### src/logic/dcc_pkg.sv
package dcc_pkg;
	localparam int ADDR_W = 3;
	localparam int DATA_W = 8;
	localparam int NUM_CMP = 2;
	// Register offsets
	localparam logic [2:0] OFS_CTRL_A = 3'h0;
	localparam logic [2:0] OFS_CTRL_B = 3'h1;
	localparam logic [2:0] OFS_IRQ_STATUS = 3'h2;
	localparam logic [2:0] OFS_IRQ_CLEAR = 3'h3;
	localparam logic [2:0] OFS_IRQ_ENABLE = 3'h4;
	localparam logic [2:0] OFS_IRQ_SET = 3'h5;
	// Control register fields
	localparam int BIT_ON = 6;
	localparam int BIT_INVERT = 5;
	localparam int BIT_RESULT = 4;
	localparam int BIT_HYS = 0;
	localparam logic RST_ON = 1'b0;
	localparam logic RST_INVERT = 1'b0;
	localparam logic RST_RESULT = 1'b0;
	localparam logic RST_HYS = 1'b1;
	localparam logic [1:0] RST_IRQ = 2'h0;

	typedef struct packed {
		logic on;
		logic invert;
		logic hys;
	} dcc_ctrl_s;

	localparam dcc_ctrl_s RST_CTRL = '{RST_ON, RST_INVERT, RST_HYS};

	typedef struct packed {
		logic wr;
		logic rd;
		logic [ADDR_W-1:0] addr;
		logic [DATA_W-1:0] wdata;
	} dcc_bus_s;
endpackage

### src/logic/dcc_channel.sv
`timescale 1ns/1ps
module dcc_channel
	import dcc_pkg::*;
(
	input wire logic clock,
	input wire logic rst_n,
	input wire logic raw,
	input wire dcc_pkg::dcc_ctrl_s ctrl,
	output logic result,
	output logic changed
);
	import dcc_pkg::*;

	logic s1, s2, s3, filt;
	logic next_filt, next_result, next_changed;

	// Edge taken only once stage two and three agree
	always_comb begin
		next_filt = (s2 == s3) ? s3 : filt;
		next_result = ctrl.on & (next_filt ^ ctrl.invert);
		next_changed = next_result != result;
	end

	always_ff @(posedge clock or negedge rst_n) begin
		if (!rst_n) begin
			s1 <= 1'b0;
			s2 <= 1'b0;
			s3 <= 1'b0;
			filt <= 1'b0;
			result <= RST_RESULT;
			changed <= 1'b0;
		end else begin
			s1 <= raw;
			s2 <= s1;
			s3 <= s2;
			filt <= next_filt;
			result <= next_result;
			changed <= next_changed;
		end
	end

	a_off_result_low: assert property (
		@(posedge clock) disable iff (!rst_n)
		!ctrl.on |=> !result)
		else $error("result high while comparator off");

	a_polarity_map: assert property (
		@(posedge clock) disable iff (!rst_n)
		(ctrl.on && s2 == s3) |=> result == ($past(s3) ^ $past(ctrl.invert)))
		else $error("result does not follow input and polarity");

	a_change_pulse: assert property (
		@(posedge clock) disable iff (!rst_n)
		changed |-> result != $past(result))
		else $error("change pulse without result change");
endmodule // dcc_channel

### src/logic/dcc_top.sv
// The register addresses and the strobed register port are this design's own decisions.
`timescale 1ns/1ps
// Behaviour
// - Two comparators, each with its own identical control register.
// - Bit 6 switches comparator on; off gives no power; resets 0.
// - Bit 5 inverts result when 1, passes unchanged when 0; resets 0.
// - Bit 4 reads-only polarity-adjusted result; resets 0.
// - Bit 0 enables hysteresis feedback; resets 1.
// - Bits 7 and 3 to 1 ignore writes and read zero.
// - Result change sets own flag; enabled flag raises interrupt.
// - Flags follow the register result bit, not the pin.
// - In sleep, an enabled comparator's flag setting also wakes device.
// - Enabled comparator keeps working during sleep or idle.
// - Enabled comparator disconnects pull-highs on its input pins.
// - While enabled, port reads give zero if direction 1, else data.
// - Result stored in register and routed to its own bit of cmp_pin_out.
module dcc_top
	import dcc_pkg::*;
(
	input wire logic clock,
	input wire logic rst_n,
	input wire logic [dcc_pkg::ADDR_W-1:0] addr,
	input wire logic [dcc_pkg::DATA_W-1:0] wdata,
	input wire logic wr,
	input wire logic rd,
	output logic [dcc_pkg::DATA_W-1:0] rdata,
	input wire logic cmp_a_raw,
	input wire logic cmp_b_raw,
	input wire logic sleep_mode,
	input wire logic [1:0] port_dir,
	input wire logic [1:0] port_data,
	input wire logic [1:0] port_normal,
	output logic [1:0] port_read,
	output logic cmp_a_on,
	output logic cmp_b_on,
	output logic cmp_a_hysteresis_on,
	output logic cmp_b_hysteresis_on,
	output logic [1:0] pullup_off,
	output logic [1:0] cmp_pin_out,
	output logic irq,
	output logic wake
);
	import dcc_pkg::*;

	dcc_bus_s bus;
	dcc_ctrl_s ctrl [NUM_CMP];
	dcc_ctrl_s next_ctrl [NUM_CMP];
	logic [1:0] result;
	logic [1:0] ev;
	logic [1:0] on_vec;
	logic [1:0] status, next_status;
	logic [1:0] enable, next_enable;
	logic next_irq, next_wake;
	logic [DATA_W-1:0] next_rdata;
	logic [1:0] next_port_read;
	logic [1:0] next_pullup_off;
	logic [1:0] next_pin_out;
	logic next_a_on, next_b_on, next_a_hys, next_b_hys;

	assign bus = '{wr, rd, addr, wdata};
	assign on_vec = {ctrl[1].on, ctrl[0].on};

	// One channel per comparator, sharing one register layout
	dcc_channel u_cmp_a (
		.clock(clock),
		.rst_n(rst_n),
		.raw(cmp_a_raw),
		.ctrl(ctrl[0]),
		.result(result[0]),
		.changed(ev[0])
	);

	dcc_channel u_cmp_b (
		.clock(clock),
		.rst_n(rst_n),
		.raw(cmp_b_raw),
		.ctrl(ctrl[1]),
		.result(result[1]),
		.changed(ev[1])
	);

	// Control registers
	always_comb begin
		for (int i = 0; i < NUM_CMP; i++) begin
			next_ctrl[i] = ctrl[i];
			if (bus.wr && bus.addr == (i == 0 ? OFS_CTRL_A : OFS_CTRL_B)) begin
				next_ctrl[i].on = bus.wdata[BIT_ON];
				next_ctrl[i].invert = bus.wdata[BIT_INVERT];
				next_ctrl[i].hys = bus.wdata[BIT_HYS];
			end
		end
	end

	always_ff @(posedge clock or negedge rst_n) begin
		if (!rst_n) begin
			ctrl[0] <= RST_CTRL;
			ctrl[1] <= RST_CTRL;
		end else begin
			ctrl[0] <= next_ctrl[0];
			ctrl[1] <= next_ctrl[1];
		end
	end

	// Interrupt flags; a new change beats a clear in the same cycle
	always_comb begin
		next_status = status;
		next_enable = enable;
		if (bus.wr && bus.addr == OFS_IRQ_CLEAR)
			next_status = next_status & ~bus.wdata[1:0];
		if (bus.wr && bus.addr == OFS_IRQ_SET)
			next_status = next_status | bus.wdata[1:0];
		if (bus.wr && bus.addr == OFS_IRQ_ENABLE)
			next_enable = bus.wdata[1:0];
		next_status = next_status | ev;
		next_irq = |(next_status & next_enable);
		// Wake only on a flag that was still clear
		next_wake = sleep_mode & |(ev & on_vec & ~status);
	end

	always_ff @(posedge clock or negedge rst_n) begin
		if (!rst_n) begin
			status <= RST_IRQ;
			enable <= RST_IRQ;
			irq <= 1'b0;
			wake <= 1'b0;
		end else begin
			status <= next_status;
			enable <= next_enable;
			irq <= next_irq;
			wake <= next_wake;
		end
	end

	// Read port
	function automatic logic [DATA_W-1:0] ctrl_word(dcc_ctrl_s c,
			logic res);
		logic [DATA_W-1:0] w;
		w = '0;
		w[BIT_ON] = c.on;
		w[BIT_INVERT] = c.invert;
		w[BIT_RESULT] = res;
		w[BIT_HYS] = c.hys;
		return w;
	endfunction

	always_comb begin
		next_rdata = '0;
		if (bus.rd) begin
			case (bus.addr)
				OFS_CTRL_A: next_rdata = ctrl_word(ctrl[0], result[0]);
				OFS_CTRL_B: next_rdata = ctrl_word(ctrl[1], result[1]);
				OFS_IRQ_STATUS: next_rdata = {6'h00, status};
				OFS_IRQ_ENABLE: next_rdata = {6'h00, enable};
				default: next_rdata = '0;
			endcase
		end
	end

	always_ff @(posedge clock or negedge rst_n) begin
		if (!rst_n)
			rdata <= 8'h00;
		else
			rdata <= next_rdata;
	end

	// Pin side: power, hysteresis, pull-highs, port reads, result pin
	always_comb begin
		next_a_on = next_ctrl[0].on;
		next_b_on = next_ctrl[1].on;
		next_a_hys = next_ctrl[0].hys;
		next_b_hys = next_ctrl[1].hys;
		next_pullup_off = {next_ctrl[1].on, next_ctrl[0].on};
		next_pin_out = result;
		for (int i = 0; i < NUM_CMP; i++)
			next_port_read[i] = on_vec[i] ?
				(!port_dir[i] & port_data[i]) : port_normal[i];
	end

	always_ff @(posedge clock or negedge rst_n) begin
		if (!rst_n) begin
			cmp_a_on <= RST_ON;
			cmp_b_on <= RST_ON;
			cmp_a_hysteresis_on <= RST_HYS;
			cmp_b_hysteresis_on <= RST_HYS;
			pullup_off <= 2'h0;
			cmp_pin_out <= 2'h0;
			port_read <= 2'h0;
		end else begin
			cmp_a_on <= next_a_on;
			cmp_b_on <= next_b_on;
			cmp_a_hysteresis_on <= next_a_hys;
			cmp_b_hysteresis_on <= next_b_hys;
			pullup_off <= next_pullup_off;
			cmp_pin_out <= next_pin_out;
			port_read <= next_port_read;
		end
	end

	a_reserved_zero: assert property (
		@(posedge clock) disable iff (!rst_n)
		(rd && (addr == OFS_CTRL_A || addr == OFS_CTRL_B))
		|=> rdata[7] == 1'b0 && rdata[3:1] == 3'h0)
		else $error("reserved control bits read nonzero");

	a_on_write: assert property (
		@(posedge clock) disable iff (!rst_n)
		(wr && addr == OFS_CTRL_A) |=> cmp_a_on == $past(wdata[BIT_ON]))
		else $error("on bit not taken from write");

	a_hys_write: assert property (
		@(posedge clock) disable iff (!rst_n)
		(wr && addr == OFS_CTRL_B)
		|=> cmp_b_hysteresis_on == $past(wdata[BIT_HYS]))
		else $error("hysteresis bit not taken from write");

	a_flag_set: assert property (
		@(posedge clock) disable iff (!rst_n)
		ev[0] |=> status[0])
		else $error("change did not set flag");

	a_set_beats_clear: assert property (
		@(posedge clock) disable iff (!rst_n)
		(ev[1] && wr && addr == OFS_IRQ_CLEAR && wdata[1]) |=> status[1])
		else $error("clear beat a new change");

	a_irq_level: assert property (
		@(posedge clock) disable iff (!rst_n)
		irq == |(status & enable))
		else $error("interrupt not matching flags and enables");

	a_wake_cause: assert property (
		@(posedge clock) disable iff (!rst_n)
		wake |-> $past(sleep_mode) && $past(|(ev & ~status)))
		else $error("wake without sleep and fresh flag");

	a_pullup_off: assert property (
		@(posedge clock) disable iff (!rst_n)
		pullup_off == on_vec)
		else $error("pull-high state not following enable");

	a_port_read: assert property (
		@(posedge clock) disable iff (!rst_n)
		(on_vec[0] && port_dir[0]) |=> !port_read[0])
		else $error("port read not zero while comparator on");

	a_result_read: assert property (
		@(posedge clock) disable iff (!rst_n)
		(rd && addr == OFS_CTRL_A) |=> rdata[BIT_RESULT] == $past(result[0]))
		else $error("result bit read wrong");

	a_on_write_b: assert property (
		@(posedge clock) disable iff (!rst_n)
		(wr && addr == OFS_CTRL_B) |=> cmp_b_on == $past(wdata[BIT_ON]))
		else $error("second on bit not taken from write");

	a_hys_write_a: assert property (
		@(posedge clock) disable iff (!rst_n)
		(wr && addr == OFS_CTRL_A)
		|=> cmp_a_hysteresis_on == $past(wdata[BIT_HYS]))
		else $error("first hysteresis bit not taken from write");

	a_invert_write: assert property (
		@(posedge clock) disable iff (!rst_n)
		(wr && addr == OFS_CTRL_A)
		|=> ctrl[0].invert == $past(wdata[BIT_INVERT]))
		else $error("polarity bit not taken from write");

	a_ctrl_hold: assert property (
		@(posedge clock) disable iff (!rst_n)
		!(wr && addr == OFS_CTRL_B) |=> $stable(ctrl[1]))
		else $error("control register changed without its write");

	a_result_read_b: assert property (
		@(posedge clock) disable iff (!rst_n)
		(rd && addr == OFS_CTRL_B)
		|=> rdata[BIT_RESULT] == $past(result[1]))
		else $error("second result bit read wrong");

	a_status_read: assert property (
		@(posedge clock) disable iff (!rst_n)
		(rd && addr == OFS_IRQ_STATUS)
		|=> rdata == {6'h00, $past(status)})
		else $error("flag register read wrong");

	a_enable_write: assert property (
		@(posedge clock) disable iff (!rst_n)
		(wr && addr == OFS_IRQ_ENABLE)
		|=> enable == $past(wdata[1:0]))
		else $error("enable register not taken from write");

	a_flag_set_b: assert property (
		@(posedge clock) disable iff (!rst_n)
		ev[1] |=> status[1])
		else $error("second change did not set flag");

	a_flag_sticky: assert property (
		@(posedge clock) disable iff (!rst_n)
		(status[0] && !(wr && addr == OFS_IRQ_CLEAR && wdata[0]))
		|=> status[0])
		else $error("flag dropped without a clear");

	a_flag_clear: assert property (
		@(posedge clock) disable iff (!rst_n)
		(wr && addr == OFS_IRQ_CLEAR && wdata[1] && !ev[1])
		|=> !status[1])
		else $error("flag not cleared by write");

	a_flag_cause: assert property (
		@(posedge clock) disable iff (!rst_n)
		$rose(status[0]) |-> $past(ev[0])
			|| $past(wr && addr == OFS_IRQ_SET && wdata[0]))
		else $error("flag set without a result change");

	a_flag_write_set: assert property (
		@(posedge clock) disable iff (!rst_n)
		(wr && addr == OFS_IRQ_SET && wdata[1]) |=> status[1])
		else $error("flag not set by software");

	a_wake_fresh: assert property (
		@(posedge clock) disable iff (!rst_n)
		(sleep_mode && ev[0] && on_vec[0] && !status[0]) |=> wake)
		else $error("missed wake on fresh flag");

	a_wake_awake: assert property (
		@(posedge clock) disable iff (!rst_n)
		!sleep_mode |=> !wake)
		else $error("wake while not asleep");

	a_wake_blocked: assert property (
		@(posedge clock) disable iff (!rst_n)
		(&status) |=> !wake)
		else $error("wake although both flags were set");

	a_port_read_b: assert property (
		@(posedge clock) disable iff (!rst_n)
		(on_vec[1] && port_dir[1]) |=> !port_read[1])
		else $error("second port read not zero while on");

	a_port_data: assert property (
		@(posedge clock) disable iff (!rst_n)
		(on_vec[0] && !port_dir[0])
		|=> port_read[0] == $past(port_data[0]))
		else $error("port read not data register value");

	a_port_normal: assert property (
		@(posedge clock) disable iff (!rst_n)
		!on_vec[1] |=> port_read[1] == $past(port_normal[1]))
		else $error("port read wrong while comparator off");

	a_pin_follow: assert property (
		@(posedge clock) disable iff (!rst_n)
		cmp_pin_out == $past(result))
		else $error("result pin not following result bit");

	a_hys_follow: assert property (
		@(posedge clock) disable iff (!rst_n)
		cmp_a_hysteresis_on == ctrl[0].hys)
		else $error("hysteresis output not following register");
endmodule // dcc_top

### config.mk
export PLATFORM = sky130hd
export DESIGN_NAME = dcc_top
export DESIGN_NICKNAME = d
export VERILOG_FILES = /design/src/logic/dcc_pkg.sv /design/src/logic/dcc_channel.sv /design/src/logic/dcc_top.sv
export SDC_FILE = /design/constraint.sdc
export NUM_CORES = 1
export LEC_CHECK = 0
export BUFFER_PORTS_ARGS = -buffer_cell sky130_fd_sc_hd__buf_2
export CAP_MARGIN = 20
export CORE_ASPECT_RATIO = 0.7
export CORE_MARGIN = 5
export CORE_UTILIZATION = 44
export CTS_CLUSTER_DIAMETER = 150
export CTS_CLUSTER_SIZE = 8
export DETAILED_ROUTE_END_ITERATION = 8
export PLACE_DENSITY = 0.74
export SYNTH_ARGS = -nofsm -noshare
export SYNTH_HDL_FRONTEND = slang
export SYNTH_SLANG_ARGS = --single-unit
### constraint.sdc
create_clock -name clock -period 1.2 [get_ports clock]
set_input_delay 0.24 -clock clock [delete_from_list [all_inputs] [get_ports clock]]
set_output_delay 0.24 -clock clock [all_outputs]
set_load 0.02 [all_outputs]
Word-level counts from Yosys, hierarchy flattened
Index checks and enable logic that the tools add are counted.
{ "totals": {"reg_bits": 38, "latch_bits": 0, "mem_bits_rw": 0, "romBits": 0, "inputBits": 24, "output_inout_bits": 20, "wordCells": 71, "memories": 0} }
{ "classes": {"add_sub_neg": 0, "mul": 0, "div": 0, "magnitude_cmp": 0, "n_eq_ne": 9, "shift": 0, "n_mux": 11, "bitwise_logic": 15, "reduce_logical": 10} }
{ "op_table": {"columns": ["op", "count"], "rows": [
  ["7-bit one-hot mux with 4 select lines", 1],
  ["2-bit AND", 4],
  ["8-bit two-way mux", 1],
  ["3-bit by 2-bit == test with 1-bit output (second input constant)", 2],
  ["3-bit == test (second input constant)", 2],
  ["2-bit two-way mux", 3],
  ["3-bit two-way mux", 2],
  ["1-bit AND", 5],
  ["1-bit logical AND", 5],
  ["1-bit two-way mux", 4],
  ["2-bit NOT", 2],
  ["2-bit bitwise OR", 2],
  ["2-bit OR reduction", 2],
  ["3-bit by 1-bit == test with 1-bit output (second input constant)", 1],
  ["3-bit logical NOT", 1],
  ["1-bit == test", 2],
  ["1-bit logical NOT", 2],
  ["1-bit inequality test", 2],
  ["1-bit bitwise XOR", 2]
]} }

Logic depth before layout (Yosys ltp)
{ "logic_depth": {"ltp_word": 8, "mapped_depth": 5, "mapped_depth_nobuf": 4} }

By module
From an unflattened synthesis, not the netlist that was laid out.
{ "hier_totals": {"cells_unflattened": 116, "area_unflattened_um2": 1422.6} }
{ "modules_own_cells": {"columns": ["mod", "n_inst", "cells_per_inst", "area_per_inst_um2", "seq_area_each_um2"], "rows": [
  ["dcc_top", 1, 78, 937.1, 528.0],
  ["dcc_channel", 2, 19, 242.7, 150.1]
]} }

Least setup slack after synthesis
Ideal clock, no wire load.
{ "synth_timing": {"kind": "input port to flip-flop", "start": "input port addr[0] (netlist name)", "end": "register irq", "setup_time_ns": 0.121, "t_arrival_ns": 1.219, "t_required_ns": 1.079, "setup_slack_ns": -0.140, "cell_stages": 4, "path_buffers": 1, "path_cell_list": "buf_2 > nor3_1 > mux2_2 > a22o_1"} }
{ "synth_via": {"word_cells_on_any_way": 13, "cone_classes": "eq/ne (3); mux (3); bitwise (3); reduce/logical (4)"} }
{ "synth_lines": {"columns": ["element", "line_no", "rtl"], "rows": [
  ["start: declaration", "dcc_top.sv:22", "input wire logic [dcc_pkg::ADDR_W-1:0] addr,"],
  ["3-bit == test", "dcc_top.sv:112", "if (bus.wr && bus.addr == OFS_IRQ_ENABLE)"],
  ["1-bit logical AND", "dcc_top.sv:112", null],
  ["2-bit two-way mux", "dcc_top.sv:112", null],
  ["named net next_enable[0]", "dcc_top.sv:52", "logic [1:0] enable, next_enable;"],
  ["2-bit AND", "dcc_top.sv:115", "next_irq = |(next_status & next_enable);"],
  ["2-bit OR reduction", "dcc_top.sv:115", null],
  ["named net next_irq", "dcc_top.sv:53", "logic next_irq, next_wake;"],
  ["end signal: assignment", "dcc_top.sv:129", "irq <= next_irq;"],
  ["end: declaration", "dcc_top.sv:40", "output logic irq,"]
]} }
The timed path passes the listed nets, and every way through them passes these cells.
A chain may end at the register's enable or synchronous reset.

Worst setup path after layout
{ "layout_timing": {"start": "register u_cmp_a.s2", "end": "register u_cmp_a.changed"} }
{ "layout_via": {"elab_chain_cells": 5} }
{ "layout_rtl": {"columns": ["element", "line_no", "rtl"], "rows": [
  ["start: declaration", "dcc_channel.sv:14", "logic s1, s2, s3, filt;"],
  ["start signal: assignment", "dcc_channel.sv:27", "s2 <= 1'b0;"],
  ["start signal: assignment", "dcc_channel.sv:34", "s2 <= s1;"],
  ["1-bit == test", "dcc_channel.sv:19", "next_filt = (s2 == s3) ? s3 : filt;"],
  ["1-bit two-way mux", "dcc_channel.sv:19", null],
  ["named net u_cmp_a.next_filt", "dcc_channel.sv:15", "logic next_filt, next_result, next_changed;"],
  ["1-bit bitwise XOR", "dcc_channel.sv:20", "next_result = ctrl.on & (next_filt ^ ctrl.invert);"],
  ["1-bit AND", "dcc_channel.sv:20", null],
  ["named net u_cmp_a.next_result", "dcc_channel.sv:15", null],
  ["1-bit inequality test", "dcc_channel.sv:21", "next_changed = next_result != result;"],
  ["named net u_cmp_a.next_changed", "dcc_channel.sv:15", null],
  ["end signal: assignment", "dcc_channel.sv:38", "changed <= next_changed;"],
  ["end: declaration", "dcc_channel.sv:10", "output logic changed"]
]} }
The timed path passes the listed nets, and every way through them passes these cells.

==> run summary <==
Antenna Cells -> 0
Worst R2R Setup Slack -> -0.05 ns
Post-synth EDFFs -> 0
Final setup violation count -> 3
Drc violations -> 0
CTS tree -> yes
Maxcap violations -> 0
Detailed Route WL -> 2.61 mm
Clk_lat worst skew -> 0.28 ns
Commonest non-fill, non-tap cell in the layout -> buf_2
Die height -> 55.6 µm
TritonCTS Buffers -> 5
Clk slew on worst S/H paths -> 0.06 ns
Worst r2r dst -> u_cmp_a.changed$_DFF_PN0_
Row count -> 16
Logic pwr share -> 0.223
Crit path kind -> flip-flop to flip-flop
Power Internal -> 2.03 mW
Synthesis-to-layout area growth -> 33.0%
Gpl congestion -> 0.878
Total power -> 2.87 mW
Setup ws final -> -0.0485 ns
DR pass1 iterations -> 4
Seq pwr share -> 0.507
FF+latch count, synth -> 33
Pwr dens -> 1650 nW/µm²
Initial Util -> 0.462
Overflow after GRT -> 0
Syn_area_per_cell -> 13.3 µm²
Fin crit share -> 1.04
Core area -> 2820 µm²
NumNets Final -> 172
Via/cell ratio -> 4.76
Final Hold Fails -> 0
Distinct cells, synth -> 27
CTS sink count -> 33
CP required -> 1.37 ns
Root Driver -> clkbuf_8
Initial antenna violation count -> 0
Fmax -> 801 MHz
Die area -> 4170 µm²
Main combinational cell family by area after synthesis -> simple AND/OR/NAND/NOR gates
Failing checks -> negative setup slack
Min-delay worst type -> input pin to flip-flop
Met3 Use GR -> 0.0652
Vias post-DR -> 880
Crit start category -> flip-flop
Antenna-violating nets left -> 0
Die width -> 75.1 µm
Synth area leaders -> dfrtp_1 (59%), mux2_2 (6.9%), dfstp_2 (4.0%)
CP endpoint kind -> flip-flop
RSZ-0062 raised after global routing -> true
Syn Inst Count -> 98
Adder-Cell Fraction of Synth Area -> 0.0153
CP arrival -> 1.42 ns
Cell Area, Synth -> 1310 µm²
H-Tree Depth -> 2
Post-Synth Simple-Gate Area -> 0.114
Post-synth top flop -> dfrtp_1
Switching power -> 0.840 mW
Pre-CTS setup slack -> -0.216 ns
Fillers -> 230
RR Startpoint -> u_cmp_a.s2$_DFF_PN0_
Most frequent cells in the layout -> buf_2 (33), dfrtp_1 (29), buf_4 (11)
Compound-Gate Fraction of Synth Area -> 0.0585
Hold Crit Endpoint -> u_cmp_b.s1$_DFF_PN0_
Clk pwr share -> 0.270
CTS max path bufs -> 2
Switching Share -> 0.293
I/O Pins -> 44
Hold Path Depth -> 1
P_leak -> 0.862 nW
Worst r2r path cells -> 4
GRT Util Overall -> 0.144
Max-slew violations -> 0
Largest net degree at the start of global routing -> 34
Multiplexer share of the synthesized area -> 0.0920
Most Crowded Layer GR -> met1
Met2 Track Usage GR -> 0.184
Global-route wire length before repair -> 4.46 mm
Wire length per cell -> 14.1 µm
Post-synth ARST share -> 1.00
Starting DRT DRC Count -> 42
Worst-path fanout max -> 2
Synth Area in XOR/XNOR -> 0.0268
Register area share after synthesis -> 0.635
PortBufs -> 36
Biggest area consumer among synthesized cells -> dfrtp_1
Vias in the first global route -> 938
Synth Warn # -> 0
Status -> complete, but fails checks
VDD IR max -> 1020 µV
Fraction of layout instances using a drive strength above 1 -> 0.523
Dpl hpwl -> 1.94 mm
Synth top area share -> 0.594
Met1 Use GR -> 0.209
Hold Path Origin -> cmp_b_raw
Worst Skew -> 0.00679 ns
Final Critical Period -> 1.25 ns
worst max path at each step:
stage / from / endpoint / slack (ns) / depth (start not counted)
global placement: addr[0] / irq$_DFF_PN0_ / -0.17 / 5
CTS: u_cmp_b.s2$_DFF_PN0_ / u_cmp_b.changed$_DFF_PN0_ / -0.07 / 4
detailed placement: addr[0] / irq$_DFF_PN0_ / -0.22 / 5
global route: u_cmp_a.s2$_DFF_PN0_ / u_cmp_a.changed$_DFF_PN0_ / -0.1 / 4
floorplan: addr[2] / irq$_DFF_PN0_ / -0.08 / 5
finish: u_cmp_a.s2$_DFF_PN0_ / u_cmp_a.changed$_DFF_PN0_ / -0.05 / 4
power by group through the flow:
stage                     sequential (mW)  clock, mW  combinational [mW]
after floorplan                      1.53          0               0.294
after global placement               1.45          0               0.574
after detailed placement             1.46          0               0.584
after CTS                            1.45      0.802               0.611
after global routing                 1.48      0.845               0.702
final                                1.45      0.774               0.641
per-layer routing:
metal  vias up  share of wire  routed length, µm
met1       416           0.48               1250
li1        425              -                  -
met4         0          0.010                 27
met5         -              0                  0
met2        35           0.41               1060
met3         4           0.10                268
critical path, cell delays in order (launching register included):
cell and delay, ns:
dfrtp_1 0.38, maj3_2 0.32, xor2_1 0.14, and2_4 0.16, xor2_1 0.13
synthesized netlist by cell type (3+ instances only):
master   instances
and2_1           3
o22ai_1          3
buf_4            6
inv_1            3
nand2_1         10
dfrtp_1         31
nor2_1           5
mux2_2           8
xor2_1           4
mux2i_1          3
registers in the layout, indices dropped and copies added (netlist names), 2 cells and up:
name,count
status,2
rdata,5
enable,2
port_read,2
cmp_pin_out,2
ctrl,2
area by class of cell:
cell class / instances / area, µm² / share of cell area
well taps: 36 / 45.0 / 0.0260
multi-input cells: 56 / 458 / 0.264
inverters: 3 / 11.3 / 0.00649
clock inverters: 2 / 10.0 / 0.00577
clock buffers: 6 / 72.6 / 0.0418
repair buffers: 49 / 308 / 0.177
flip-flops and latches: 33 / 831 / 0.479
through the flow:
stage / hold WS [ns] / area, µm² / utilization / setup TNS [ns] / std cells
6_report: 0.0621 / 1740 / 0.615 / -0.0934 / 185
5_1_grt: 0.0574 / 1740 / 0.615 / -0.249 / 185
4_1_cts: 0.0542 / 1700 / 0.601 / -0.126 / 183
3_5_place_dp: 0.214 / 1570 / 0.557 / -0.712 / 172
3_3_place_gp: 0.204 / 1570 / 0.557 / -0.491 / 172
2_1_floorplan: -0.0556 / 1340 / - / -0.249 / 100
cells by family after synthesis:
family                   after synthesis
AND/OR/NAND/NOR                       26
buffers and inverters                 11
AO/OA/AOI/OAI                         10
adder cells (fa/ha/maj)                2
flip-flops                            33
XOR/XNOR                               4
other                                  1
multiplexers                          11
what timing repair did:
item / in CTS / in global routing
endpoints found under the setup margin: 9 / 5
hold buffers: 1 / 0
setup buffers: 2 / 2
gates resized for setup: 6 / 7
pin swaps: 2 / 5
hold endpoints to repair: 31 / 0
Power figures use the tool's default switching activity.
